**config.mk**
```make
export PLATFORM = sky130hd
export DESIGN_NAME = sfp_seq
export DESIGN_NICKNAME = d
export VERILOG_FILES = /design/src/sfp_pkg.sv /design/src/sfp_seq.sv /design/src/sfp_boot_map.sv /design/src/sfp_window.sv
export SDC_FILE = /design/constraint.sdc
export NUM_CORES = 1
export LEC_CHECK = 0
export ABC_AREA = 1
export BUFFER_PORTS_ARGS = -buffer_cell sky130_fd_sc_hd__buf_2
export CELL_PAD_IN_SITES_DETAIL_PLACEMENT = 0
export CELL_PAD_IN_SITES_GLOBAL_PLACEMENT = 2
export CORE_UTILIZATION = 25
export CTS_CLUSTER_SIZE = 8
export DETAILED_ROUTE_END_ITERATION = 16
export MAX_ROUTING_LAYER = met4
export PLACE_DENSITY = 0.91
export SETUP_SLACK_MARGIN = 0.4
export SYNTH_ARGS = -nofsm -noshare
export SYNTH_HDL_FRONTEND = slang
export SYNTH_SLANG_ARGS = --single-unit
```
**constraint.sdc**
```tcl
create_clock -name clk -period 2.3 [get_ports clk]
set_input_delay 0.46 -clock clk [delete_from_list [all_inputs] [get_ports clk]]
set_output_delay 0.46 -clock clk [all_outputs]
set_load 0.05 [all_outputs]
```
**src/sfp_pkg.sv**
```systemverilog
// Shared constants for the self-programming address map and sequencer
package sfp_pkg;

    // Memory variants
    localparam int SFP_VAR_SMALL = 0;
    localparam int SFP_VAR_MID   = 1;
    localparam int SFP_VAR_LARGE = 2;

    // Per variant: program counter width, word-select width
    localparam int SFP_PC_W   [3] = '{13, 14, 15};
    localparam int SFP_WORD_W [3] = '{6, 6, 7};

    // Boot section start, indexed [variant][boot size select value]
    localparam logic [15:0] SFP_BOOT_START [3][4] = '{
        '{16'h1c00, 16'h1e00, 16'h1f00, 16'h1f80},
        '{16'h3800, 16'h3c00, 16'h3e00, 16'h3f00},
        '{16'h7000, 16'h7800, 16'h7c00, 16'h7e00}
    };

    // First word of the stalling area and last flash word per variant
    localparam logic [15:0] SFP_STALL_START [3] = '{16'h1c00, 16'h3800,
                                                    16'h7000};
    localparam logic [15:0] SFP_MEM_TOP     [3] = '{16'h1fff, 16'h3fff,
                                                    16'h7fff};

    // Store-program enable window, in core clock cycles
    localparam logic [2:0] SFP_WINDOW_CYCLES = 3'h4;

    // Command codes in the low five control bits
    localparam logic [4:0] SFP_CMD_REENABLE = 5'h11;
    localparam logic [4:0] SFP_CMD_LOCKSET  = 5'h09;
    localparam logic [4:0] SFP_CMD_PGWRITE  = 5'h05;
    localparam logic [4:0] SFP_CMD_PGERASE  = 5'h03;
    localparam logic [4:0] SFP_CMD_FILL     = 5'h01;

    // Register bus
    localparam int         SFP_ADDR_W     = 8;
    localparam logic [7:0] SFP_CTRL_OFS   = 8'h00;
    localparam logic [7:0] SFP_MAP_OFS    = 8'h04;
    localparam logic [7:0] SFP_AREA_OFS   = 8'h08;
    localparam int         SFP_EN_BIT     = 0;
    localparam int         SFP_BUSY_BIT   = 6;
    localparam logic [31:0] SFP_RDATA_RST = 32'h0000_0000;

endpackage

```
**src/sfp_seq.sv**
```systemverilog
// Self-programming sequencer: command window, page mapping, area guards
//
// Implementation choices: the address-and-strobe port and the address map.
`timescale 1ns/10ps

// How it works
// - Small variant: fuse picks 128..1024-word boot section
// - Middle variant: fuse picks 256..2048-word boot section
// - Large variant: fuse picks 512..4096-word boot section
// - Small variant: stalling area from 0x1C00 up
// - Middle variant: stalling area from 0x3800 up
// - Large variant: stalling area from 0x7000 up
// - PC width 13, 14 or 15 bits
// - Page select from pointer bits above word field
// - Word select from pointer bits starting at one
// - Pointer bit zero ignored; byte select on loads
// - Enable opens four-cycle window, then auto-clears
// - Read-area page operation sets busy, blocks reads
// - Stalling-area page operation halts the CPU
// - Only five command codes take effect
module sfp_seq
    import sfp_pkg::*;
#(
    parameter int VARIANT = SFP_VAR_SMALL,
    localparam int PC_W   = SFP_PC_W[VARIANT],
    localparam int WORD_W = SFP_WORD_W[VARIANT],
    localparam int PAGE_W = PC_W - WORD_W
)
(
    input  wire logic              clk,
    input  wire logic              resetn,
    input  wire logic              boot_size_sel_hi,
    input  wire logic              boot_size_sel_lo,
    input  wire logic [SFP_ADDR_W-1:0] bus_addr,
    input  wire logic [31:0]       bus_wdata,
    input  wire logic              bus_we,
    input  wire logic              bus_re,
    output logic      [31:0]       bus_rdata,
    input  wire logic              spm_exec,
    input  wire logic              lpm_req,
    input  wire logic [15:0]       pointer_z,
    input  wire logic [15:0]       store_data,
    input  wire logic              flash_done,
    output logic                   store_prog_enable,
    output logic                   read_area_busy,
    output logic                   cpu_halt,
    output logic                   fill_strobe,
    output logic                   erase_strobe,
    output logic                   write_strobe,
    output logic                   lock_strobe,
    output logic      [WORD_W-1:0] word_select_field,
    output logic      [PAGE_W-1:0] page_select_field,
    output logic      [15:0]       store_data_out,
    output logic                   read_blocked,
    output logic                   byte_select_bit,
    output logic      [15:0]       boot_reset_addr,
    output logic      [15:0]       app_end_addr
);
    import sfp_pkg::*;

    typedef enum logic [2:0] {
        SFP_IDLE  = 3'b001,
        SFP_ARMED = 3'b010,
        SFP_BUSY  = 3'b100
    } sfp_state_e;

    typedef struct packed {
        sfp_state_e        st;
        logic [4:0]        cmd;
        logic              en;
        logic              area_busy;
        logic              halt;
        logic              fill;
        logic              erase;
        logic              write;
        logic              lock;
        logic [WORD_W-1:0] word;
        logic [PAGE_W-1:0] page;
        logic [15:0]       data;
        logic              blocked;
        logic              byte_hi;
        logic [31:0]       rdata;
        logic [1:0]        sz_meta;
        logic [1:0]        sz_sync;
        logic [15:0]       boot_start;
        logic [15:0]       app_end;
    } sfp_seq_s;

    sfp_seq_s s_q;
    sfp_seq_s s_d;

    logic [15:0] map_boot_start;
    logic [15:0] map_app_end;
    logic [15:0] map_stall_start;
    logic        win_active;
    logic        win_open;
    logic        win_take;
    logic        cmd_valid;
    logic [15:0] z_word;
    logic [15:0] lpm_word;
    logic        z_in_stall;

    sfp_boot_map #(
        .VARIANT (VARIANT)
    ) u_map (
        .boot_size_sel (s_q.sz_sync),
        .boot_start    (map_boot_start),
        .app_end       (map_app_end),
        .stall_start   (map_stall_start)
    );

    sfp_window u_win (
        .clk      (clk),
        .resetn   (resetn),
        .open_win (win_open),
        .take     (win_take),
        .active   (win_active)
    );

    // Word address carried by the pointer; bit zero is the byte lane
    assign z_word     = {1'b0, pointer_z[15:1]} &
                        SFP_MEM_TOP[VARIANT];
    assign lpm_word   = z_word;
    assign z_in_stall = (z_word >= map_stall_start);

    always_comb
    begin
        cmd_valid = (bus_wdata[4:0] == SFP_CMD_REENABLE) ||
                    (bus_wdata[4:0] == SFP_CMD_LOCKSET)  ||
                    (bus_wdata[4:0] == SFP_CMD_PGWRITE)  ||
                    (bus_wdata[4:0] == SFP_CMD_PGERASE)  ||
                    (bus_wdata[4:0] == SFP_CMD_FILL);
    end

    // A new command is only taken while nothing is pending or running
    assign win_open = bus_we && (bus_addr == SFP_CTRL_OFS) && cmd_valid &&
                      (s_q.st == SFP_IDLE);
    assign win_take = spm_exec && (s_q.st == SFP_ARMED) && win_active;

    always_comb
    begin
        s_d       = s_q;
        s_d.fill  = 1'b0;
        s_d.erase = 1'b0;
        s_d.write = 1'b0;
        s_d.lock  = 1'b0;

        // Fuse pins are static but asynchronous to the core clock
        s_d.sz_meta    = {boot_size_sel_hi, boot_size_sel_lo};
        s_d.sz_sync    = s_q.sz_meta;
        s_d.boot_start = map_boot_start;
        s_d.app_end    = map_app_end;

        case (s_q.st)
            SFP_IDLE:
            begin
                if (win_open)
                begin
                    s_d.st  = SFP_ARMED;
                    s_d.cmd = bus_wdata[4:0];
                    s_d.en  = 1'b1;
                end
            end
            SFP_ARMED:
            begin
                if (win_take)
                begin
                    s_d.st  = SFP_IDLE;
                    s_d.en  = 1'b0;
                    s_d.cmd = 5'h00;
                    case (s_q.cmd)
                        SFP_CMD_FILL:
                        begin
                            s_d.fill      = 1'b1;
                            s_d.word      = z_word[WORD_W-1:0];
                            s_d.data      = store_data;
                            s_d.area_busy = 1'b0;
                        end
                        SFP_CMD_PGERASE,
                        SFP_CMD_PGWRITE:
                        begin
                            s_d.st    = SFP_BUSY;
                            s_d.en    = 1'b1;
                            s_d.cmd   = s_q.cmd;
                            s_d.erase = (s_q.cmd == SFP_CMD_PGERASE);
                            s_d.write = (s_q.cmd == SFP_CMD_PGWRITE);
                            s_d.page  = z_word[PC_W-1:WORD_W];
                            if (z_in_stall)
                            begin
                                s_d.halt = 1'b1;
                            end
                            else
                            begin
                                s_d.area_busy = 1'b1;
                            end
                        end
                        SFP_CMD_LOCKSET:
                        begin
                            s_d.lock = 1'b1;
                            s_d.data = store_data;
                        end
                        SFP_CMD_REENABLE:
                        begin
                            s_d.area_busy = 1'b0;
                        end
                        default:
                        begin
                            s_d.cmd = 5'h00;
                        end
                    endcase
                end
                else if (!win_active && !win_open)
                begin
                    // Window ran out without a store instruction
                    s_d.st  = SFP_IDLE;
                    s_d.en  = 1'b0;
                    s_d.cmd = 5'h00;
                end
            end
            SFP_BUSY:
            begin
                if (flash_done)
                begin
                    s_d.st   = SFP_IDLE;
                    s_d.en   = 1'b0;
                    s_d.cmd  = 5'h00;
                    s_d.halt = 1'b0;
                end
            end
            default:
            begin
                s_d.st  = SFP_IDLE;
                s_d.en  = 1'b0;
                s_d.cmd = 5'h00;
            end
        endcase

        if (lpm_req)
        begin
            s_d.byte_hi = pointer_z[0];
            s_d.blocked = s_d.area_busy &&
                          (lpm_word < map_stall_start);
        end

        s_d.rdata = SFP_RDATA_RST;
        if (bus_re)
        begin
            case (bus_addr)
                SFP_CTRL_OFS:
                begin
                    s_d.rdata[4:0]          = s_q.cmd;
                    s_d.rdata[SFP_EN_BIT]   = s_q.en;
                    s_d.rdata[SFP_BUSY_BIT] = s_q.area_busy;
                end
                SFP_MAP_OFS:
                begin
                    s_d.rdata = {s_q.app_end, s_q.boot_start};
                end
                SFP_AREA_OFS:
                begin
                    s_d.rdata = {map_stall_start, 8'h00, 8'(PC_W - 1)};
                end
                default:
                begin
                    s_d.rdata = SFP_RDATA_RST;
                end
            endcase
        end
    end

    always_ff @(posedge clk)
    begin
        if (!resetn)
        begin
            s_q     <= '0;
            s_q.st  <= SFP_IDLE;
        end
        else
        begin
            s_q <= s_d;
        end
    end

    assign bus_rdata         = s_q.rdata;
    assign store_prog_enable = s_q.en;
    assign read_area_busy    = s_q.area_busy;
    assign cpu_halt          = s_q.halt;
    assign fill_strobe       = s_q.fill;
    assign erase_strobe      = s_q.erase;
    assign write_strobe      = s_q.write;
    assign lock_strobe       = s_q.lock;
    assign word_select_field = s_q.word;
    assign page_select_field = s_q.page;
    assign store_data_out    = s_q.data;
    assign read_blocked      = s_q.blocked;
    assign byte_select_bit   = s_q.byte_hi;
    assign boot_reset_addr   = s_q.boot_start;
    assign app_end_addr      = s_q.app_end;

endmodule

```
**src/sfp_boot_map.sv**
```systemverilog
// Boot size select decode into boot section start and application end
`timescale 1ns/10ps
module sfp_boot_map
    import sfp_pkg::*;
#(
    parameter int VARIANT = SFP_VAR_SMALL
)
(
    input  wire logic [1:0]  boot_size_sel,
    output logic      [15:0] boot_start,
    output logic      [15:0] app_end,
    output logic      [15:0] stall_start
);
    import sfp_pkg::*;

    assign boot_start  = SFP_BOOT_START[VARIANT][boot_size_sel];
    assign app_end     = boot_start - 16'h0001;
    assign stall_start = SFP_STALL_START[VARIANT];

endmodule

```
**src/sfp_window.sv**
```systemverilog
// Four-cycle enable window counter for the store-program instruction
`timescale 1ns/10ps
module sfp_window
    import sfp_pkg::*;
(
    input  wire logic clk,
    input  wire logic resetn,
    input  wire logic open_win,
    input  wire logic take,
    output logic      active
);
    import sfp_pkg::*;

    typedef struct packed {
        logic [2:0] cnt;
    } sfp_win_s;

    sfp_win_s s_q;
    sfp_win_s s_d;

    always_comb
    begin
        s_d = s_q;
        if (open_win)
        begin
            s_d.cnt = SFP_WINDOW_CYCLES;
        end
        else if (take)
        begin
            s_d.cnt = 3'h0;
        end
        else if (s_q.cnt != 3'h0)
        begin
            s_d.cnt = s_q.cnt - 3'h1;
        end
    end

    always_ff @(posedge clk)
    begin
        if (!resetn)
        begin
            s_q <= '0;
        end
        else
        begin
            s_q <= s_d;
        end
    end

    assign active = (s_q.cnt != 3'h0);

endmodule

```
Word-level counts from Yosys, hierarchy flattened
Cells that the tools add are included.
W data, S select, Z words.

cells by class
  add/subtract/negate cells = 2
  $lt $le $gt $ge = 3
  equality and inequality tests = 22
  muxes and demuxes = 31
  bitwise gates (word level) = 2
  reduce and logical (&&, ||, !) cells = 31

operators with widths
  cell                     number
  $pmux W25 S2             1
  $mux W16                 3
  $mux W9                  4
  $mux W35                 1
  $bmux W16 S2             1
  $pmux W9 S3              1
  $reduce_and A3 Y1        6
  $sub A16 B1 Y16 const B  1
  $pmux W5 S3              1
  $ge A13 B13 Y1 const B   1
  $lt A13 B13 Y1 const B   1
  $mux W3                  4
  $eq A5 B1 Y1 const B     2
  $eq A5 B2 Y1 const B     2
  $eq A5 B3 Y1 const B     2
  $eq A5 B4 Y1 const B     2
  $eq A5 B5 Y1 const B     2
  $eq A8 B3 Y1 const B     1
  $eq A8 B4 Y1 const B     1
  $logic_not A8 Y1         1
  $mux W1                  8
  $reduce_and A4 Y1        2
  $logic_and A1 B1 Y1      7
  $mux W7                  1
  other kinds (23)         35

word-level totals
  bits in registers = 117
  input bits = 81
  output and inout bits = 102
  word-level logic and storage cells = 113

Depth between registers and ports, before layout
  word-level depth = 12
  mapped depth = 12

Modules after synthesis
A second synthesis with hierarchy kept.

unflattened totals
  cells, all modules = 729
  area total of the unflattened synthesis = 5710.5 um^2

by module, submodules not included
  module        times used  cells each  area each (um^2)  seq. area each (um^2)
  sfp_seq       1           651         5163.7            2282.2
  sfp_boot_map  1           52          359.1             0.0
  sfp_window    1           26          187.7             60.1

Worst setup path after synthesis
OpenSTA, ideal clock, no wires.

  kind = register to register
  from = reg u_win.s_q[0] in the netlist's numbering
  to = reg s_q[106] in the netlist's numbering
  library setup time = 132 ps
  arrival time = 1406 ps
  path slack = 762 ps
  stages on the path, launching flop included = 12
  path buffers = 1
  clock period less this slack = 1538 ps
  cell sequence = dfxtp_1 inv_1 ha_1 inv_1 nor2_1 nor3_4 buf_4 nand2_1 nand2_1 nand2_2 nand2_1 a21oi_1

on the way
  word-level cells in the longest chain between the ends = 5
  elaborated cells on any way between the ends = 9

ends and longest elaborated chain
  item                                RTL line          source
  from (decl)                         sfp_window.sv:18  sfp_win_s s_q;
  from (signal assigned)              sfp_window.sv:42  s_q <= '0;
  from (signal assigned)              sfp_window.sv:46  s_q <= s_d;
  $reduce_bool A3 Y1 (*)              sfp_window.sv:50  assign active = (s_q.cnt != 3'h0);
  $logic_not A1 Y1                    sfp_seq.sv:212    else if (!win_active && !win_open)
  $logic_and A1 B1 Y1                 sfp_seq.sv:212
  $ne A3 B1 Y1 (no source line)       n/a
  $reduce_and A4 Y1 (no source line)  n/a
  to (decl)                           sfp_seq.sv:89     sfp_seq_s s_q;

Every way passes the cells marked *; elsewhere a longest branch is shown, timed or not.
A chain may end at the register's enable or synchronous reset.

Worst setup path in the final report
  from = reg u_win.s_q[0] in the netlist's numbering
  to = reg s_q, in the netlist word_select_field[4]

on the way
  word-level cells in the longest chain between the ends = 3

ends and longest elaborated chain
  item                                RTL line          source
  $reduce_bool A3 Y1                  sfp_window.sv:50
  $logic_and A1 B1 Y1                 sfp_seq.sv:138    assign win_take = spm_exec && (s_q.st == SFP_ARMED) && win_active;
  $reduce_and A3 Y1 (no source line)  n/a

Every way passes these cells.

==> flow_metrics.env <==
export IMPL_cts_root_buffer="clkbuf_16"
export IMPL_n_antenna_cell=0
export IMPL_nets=592
export IMPL_vias=2733
export IMPL_placed_area_um2=3700
export IMPL_synth_ff_type="dfxtp_1"
export IMPL_rows=42
export IMPL_start_kind="flip-flop"
export IMPL_yosysSeqAreaShare_pct=43.4
export IMPL_holdCritPathClass="primary input to flip-flop"
export IMPL_io_pins=183
export IMPL_detail_route_wl_per_cell_um=11.3
export IMPL_grt_total_usage_pct=11.5
export IMPL_postRouteWirelength_um=7790
export IMPL_synthArstFlopShare_pct=0
export IMPL_grt_max_degree=37
export IMPL_worst_r2r_cell_count=10
export IMPL_cpPeakStageDelay_ns=0.33
export IMPL_critPathRequiredTime_ns=2.53
export IMPL_cts_tree="yes"
export IMPL_reg2reg_from="u_win.s_q[0]"
export IMPL_power_density_nw_per_um2=780
export IMPL_h_tree_depth=3
export IMPL_yosysWarningCount=0
export IMPL_crit_family="simple AND/OR/NAND/NOR gates"
export IMPL_drv_slew=0
export IMPL_drtAntennaViolNets=0
export IMPL_period_needed_ns=1.77
export IMPL_first_global_vias=2545
export IMPL_synth_cell_type_count=26
export IMPL_clkSinkCount=75
export IMPL_area_growth_pct=16.9
export IMPL_rrSetupSlack_ns=0.53
export IMPL_clock_latency_ns=0.34
export IMPL_start_util_pct=25.9
export IMPL_worstReg2RegEnd="word_select_field[4]"
export IMPL_core_area_um2=13300
export IMPL_dr_pass1_iters=4
export IMPL_fin_setup_tns_ns=0
export IMPL_synth_top_cell_area_share_pct=43.4
export IMPL_regArea_um2=1500
export IMPL_final_common_cell="buf_2"
export IMPL_antenna_found_initial=0
export IMPL_cts_made_buffers=9
export IMPL_gp_congestion=0.758
export IMPL_p_leak_nw=2.03
export IMPL_synthesis_area_um2=3460
export IMPL_postSynthCellCount=443
export IMPL_port_buffers=133
export IMPL_drc=0
export IMPL_status="finished, final reports clean"
export IMPL_via_per_inst=3.96
export IMPL_crit_buf_inv=4
export IMPL_ir_drop_uv=283
export IMPL_synth_area_per_cell_um2=7.81
export IMPL_clk_path_buf_depth=2
export IMPL_hold_depth=3
export IMPL_die_x_um=120
export IMPL_layout_common_cells="buf_2, dfxtp_1, inv_1"
export IMPL_end_kind="flip-flop"
export IMPL_path_cells="inv_1 -> ha_1 -> inv_1 -> nor2_2 -> nor3_4 -> buf_12 -> buf_4 -> nand4_2 -> nor2_1 -> nor2_1"
export IMPL_synth_top_cell_by_area="dfxtp_1"
export IMPL_fin_area_um2=4040
export IMPL_fin_worst_skew_ns=0.00618
export IMPL_synth_edff_count=0
export IMPL_finalSetupViolations=0
export IMPL_path_class="flip-flop to flip-flop"
export IMPL_multi_input_area_um2=1080
export IMPL_critPathSlowestCell="dfxtp_1"
export IMPL_clk_pin_slew_ns=0.06
export IMPL_die_area_um2=14300
export IMPL_yosys_top_cells_area="dfxtp_1, buf_4, inv_1"
export IMPL_crit_arrival_ns=2.00
export IMPL_period_share_pct=76.9
export IMPL_drv_cap=0
export IMPL_critPathMaxFanout=7
export IMPL_hpwlAfterDp_um=5910
export IMPL_min_to="s_d[32]"
export IMPL_drt_initial_drc_count=158
export IMPL_min_from="boot_size_sel_lo"
export IMPL_globalRoute_totalOverflow=0
export IMPL_die_h_um=120
export IMPL_ys_ff_latch=75
export IMPL_drive_above_1_share_pct=32.5
export IMPL_rsz0062_at_grt="false"
export IMPL_max_freq_mhz=566
export IMPL_nFillCells=1485
export IMPL_grt_pass1_wl_um=12300
export IMPL_finalHoldViolations=0
-- layout make-up --
type	instances	area share [%]
repair buffers	139	18.1
multi-input cells	226	26.7
flip-flops and latches	75	37.2
well taps	176	5.45
clock buffers	9	5.57
inverters	58	5.39
clock inverters	7	1.61
-- cells by family (layout without fill, tap and decap cells) --
family                     after synthesis  count (layout)  share of synthesized area, %
AOI/OAI and AO/OA                       76              76                          11.2
xor gates and xnor gates                 1               1                         0.253
adders and majority gates                2               2                         0.723
buffers and inverters                  161             213                          27.7
DFF                                     75              75                          43.4
other                                    1              20                         0.108
and+or+nand+nor                        127             127                          16.5
-- power breakdown --
group	switching, mW	leakage (nW)	internal [mW]
clock	0.607	0.141	0.759
combinational	0.299	1.28	0.126
sequential	0.0249	0.607	1.34
-- metal layers --
| metal | vias to the layer above | share of wire [%] | track usage [%] |
|---|---|---|---|
| li1 | 1412 | - | - |
| met1 | 1214 | 43 | 12.4 |
| met4 | 0 | 0.71 | 3.28 |
| met3 | 5 | 6.8 | 4.13 |
| met5 | - | 0 | - |
| met2 | 102 | 50 | 19.9 |
-- flip-flops by register name, indices dropped and copies added (netlist names), 2 cells and up --
register	flops
store_data_out	16
bus_rdata	15
s_q	10
page_select_field	7
word_select_field	6
boot_reset_addr	4
app_end_addr	3
u_win.s_q	3
s_d	2
-- synthesized netlist by cell type, types with 2 or more instances --
library cell and n:
nand2_2 3, clkbuf_1 7, o31ai_1 2, inv_1 58
buf_4 94, nor3_1 5, buf_2 2, nand4_1 5
nand3_1 15, dfxtp_1 75, nor2_2 2, a21oi_1 37
nor2_1 46, nand3_2 2, o21ai_0 35, ha_1 2
nand2_1 44
-- worst max-delay path by stage --
stage                            start                   end  cells after the start
final                     u_win.s_q[0]  word_select_field[4]                     10
after global routing      u_win.s_q[0]              s_q[106]                     12
after CTS                 u_win.s_q[0]              cpu_halt                     10
after detailed placement   bus_addr[1]          u_win.s_q[1]                      9
after global placement     bus_addr[1]          u_win.s_q[1]                      9
after floorplan           u_win.s_q[0]              s_q[106]                     11
-- worst reg2reg max path, stage by stage (launching register included) --
cell	delay, ns
dfxtp_1	0.33
inv_1	0.07
ha_1	0.19
inv_1	0.06
nor2_2	0.06
nor3_4	0.21
buf_12	0.14
buf_4	0.10
nand4_2	0.22
nor2_1	0.19
nor2_1	0.06
-- per-stage QoR --
| stage | utilization [%] | setup WS [ns] | power, mW | std cells | hold WS, ns |
|---|---|---|---|---|---|
| after floorplan | - | 0.762 | 1.75 | 462 | 0.390 |
| after global placement | 27.7 | 0.443 | 1.80 | 672 | 0.395 |
| after detailed placement | 27.7 | 0.397 | 1.81 | 672 | 0.403 |
| after CTS | 29.9 | 0.457 | 3.20 | 688 | 0.292 |
| after global routing | 30.3 | 0.392 | 3.32 | 690 | 0.318 |
| final | 30.3 | 0.532 | 3.15 | 690 | 0.310 |
-- timing repair --
item	4_1_cts	5_1_grt
setup endpoints to repair	0	33
resized for setup	0	8
hold buffers	0	0
setup buffers	0	2
Power figures use the tool's default switching activity.
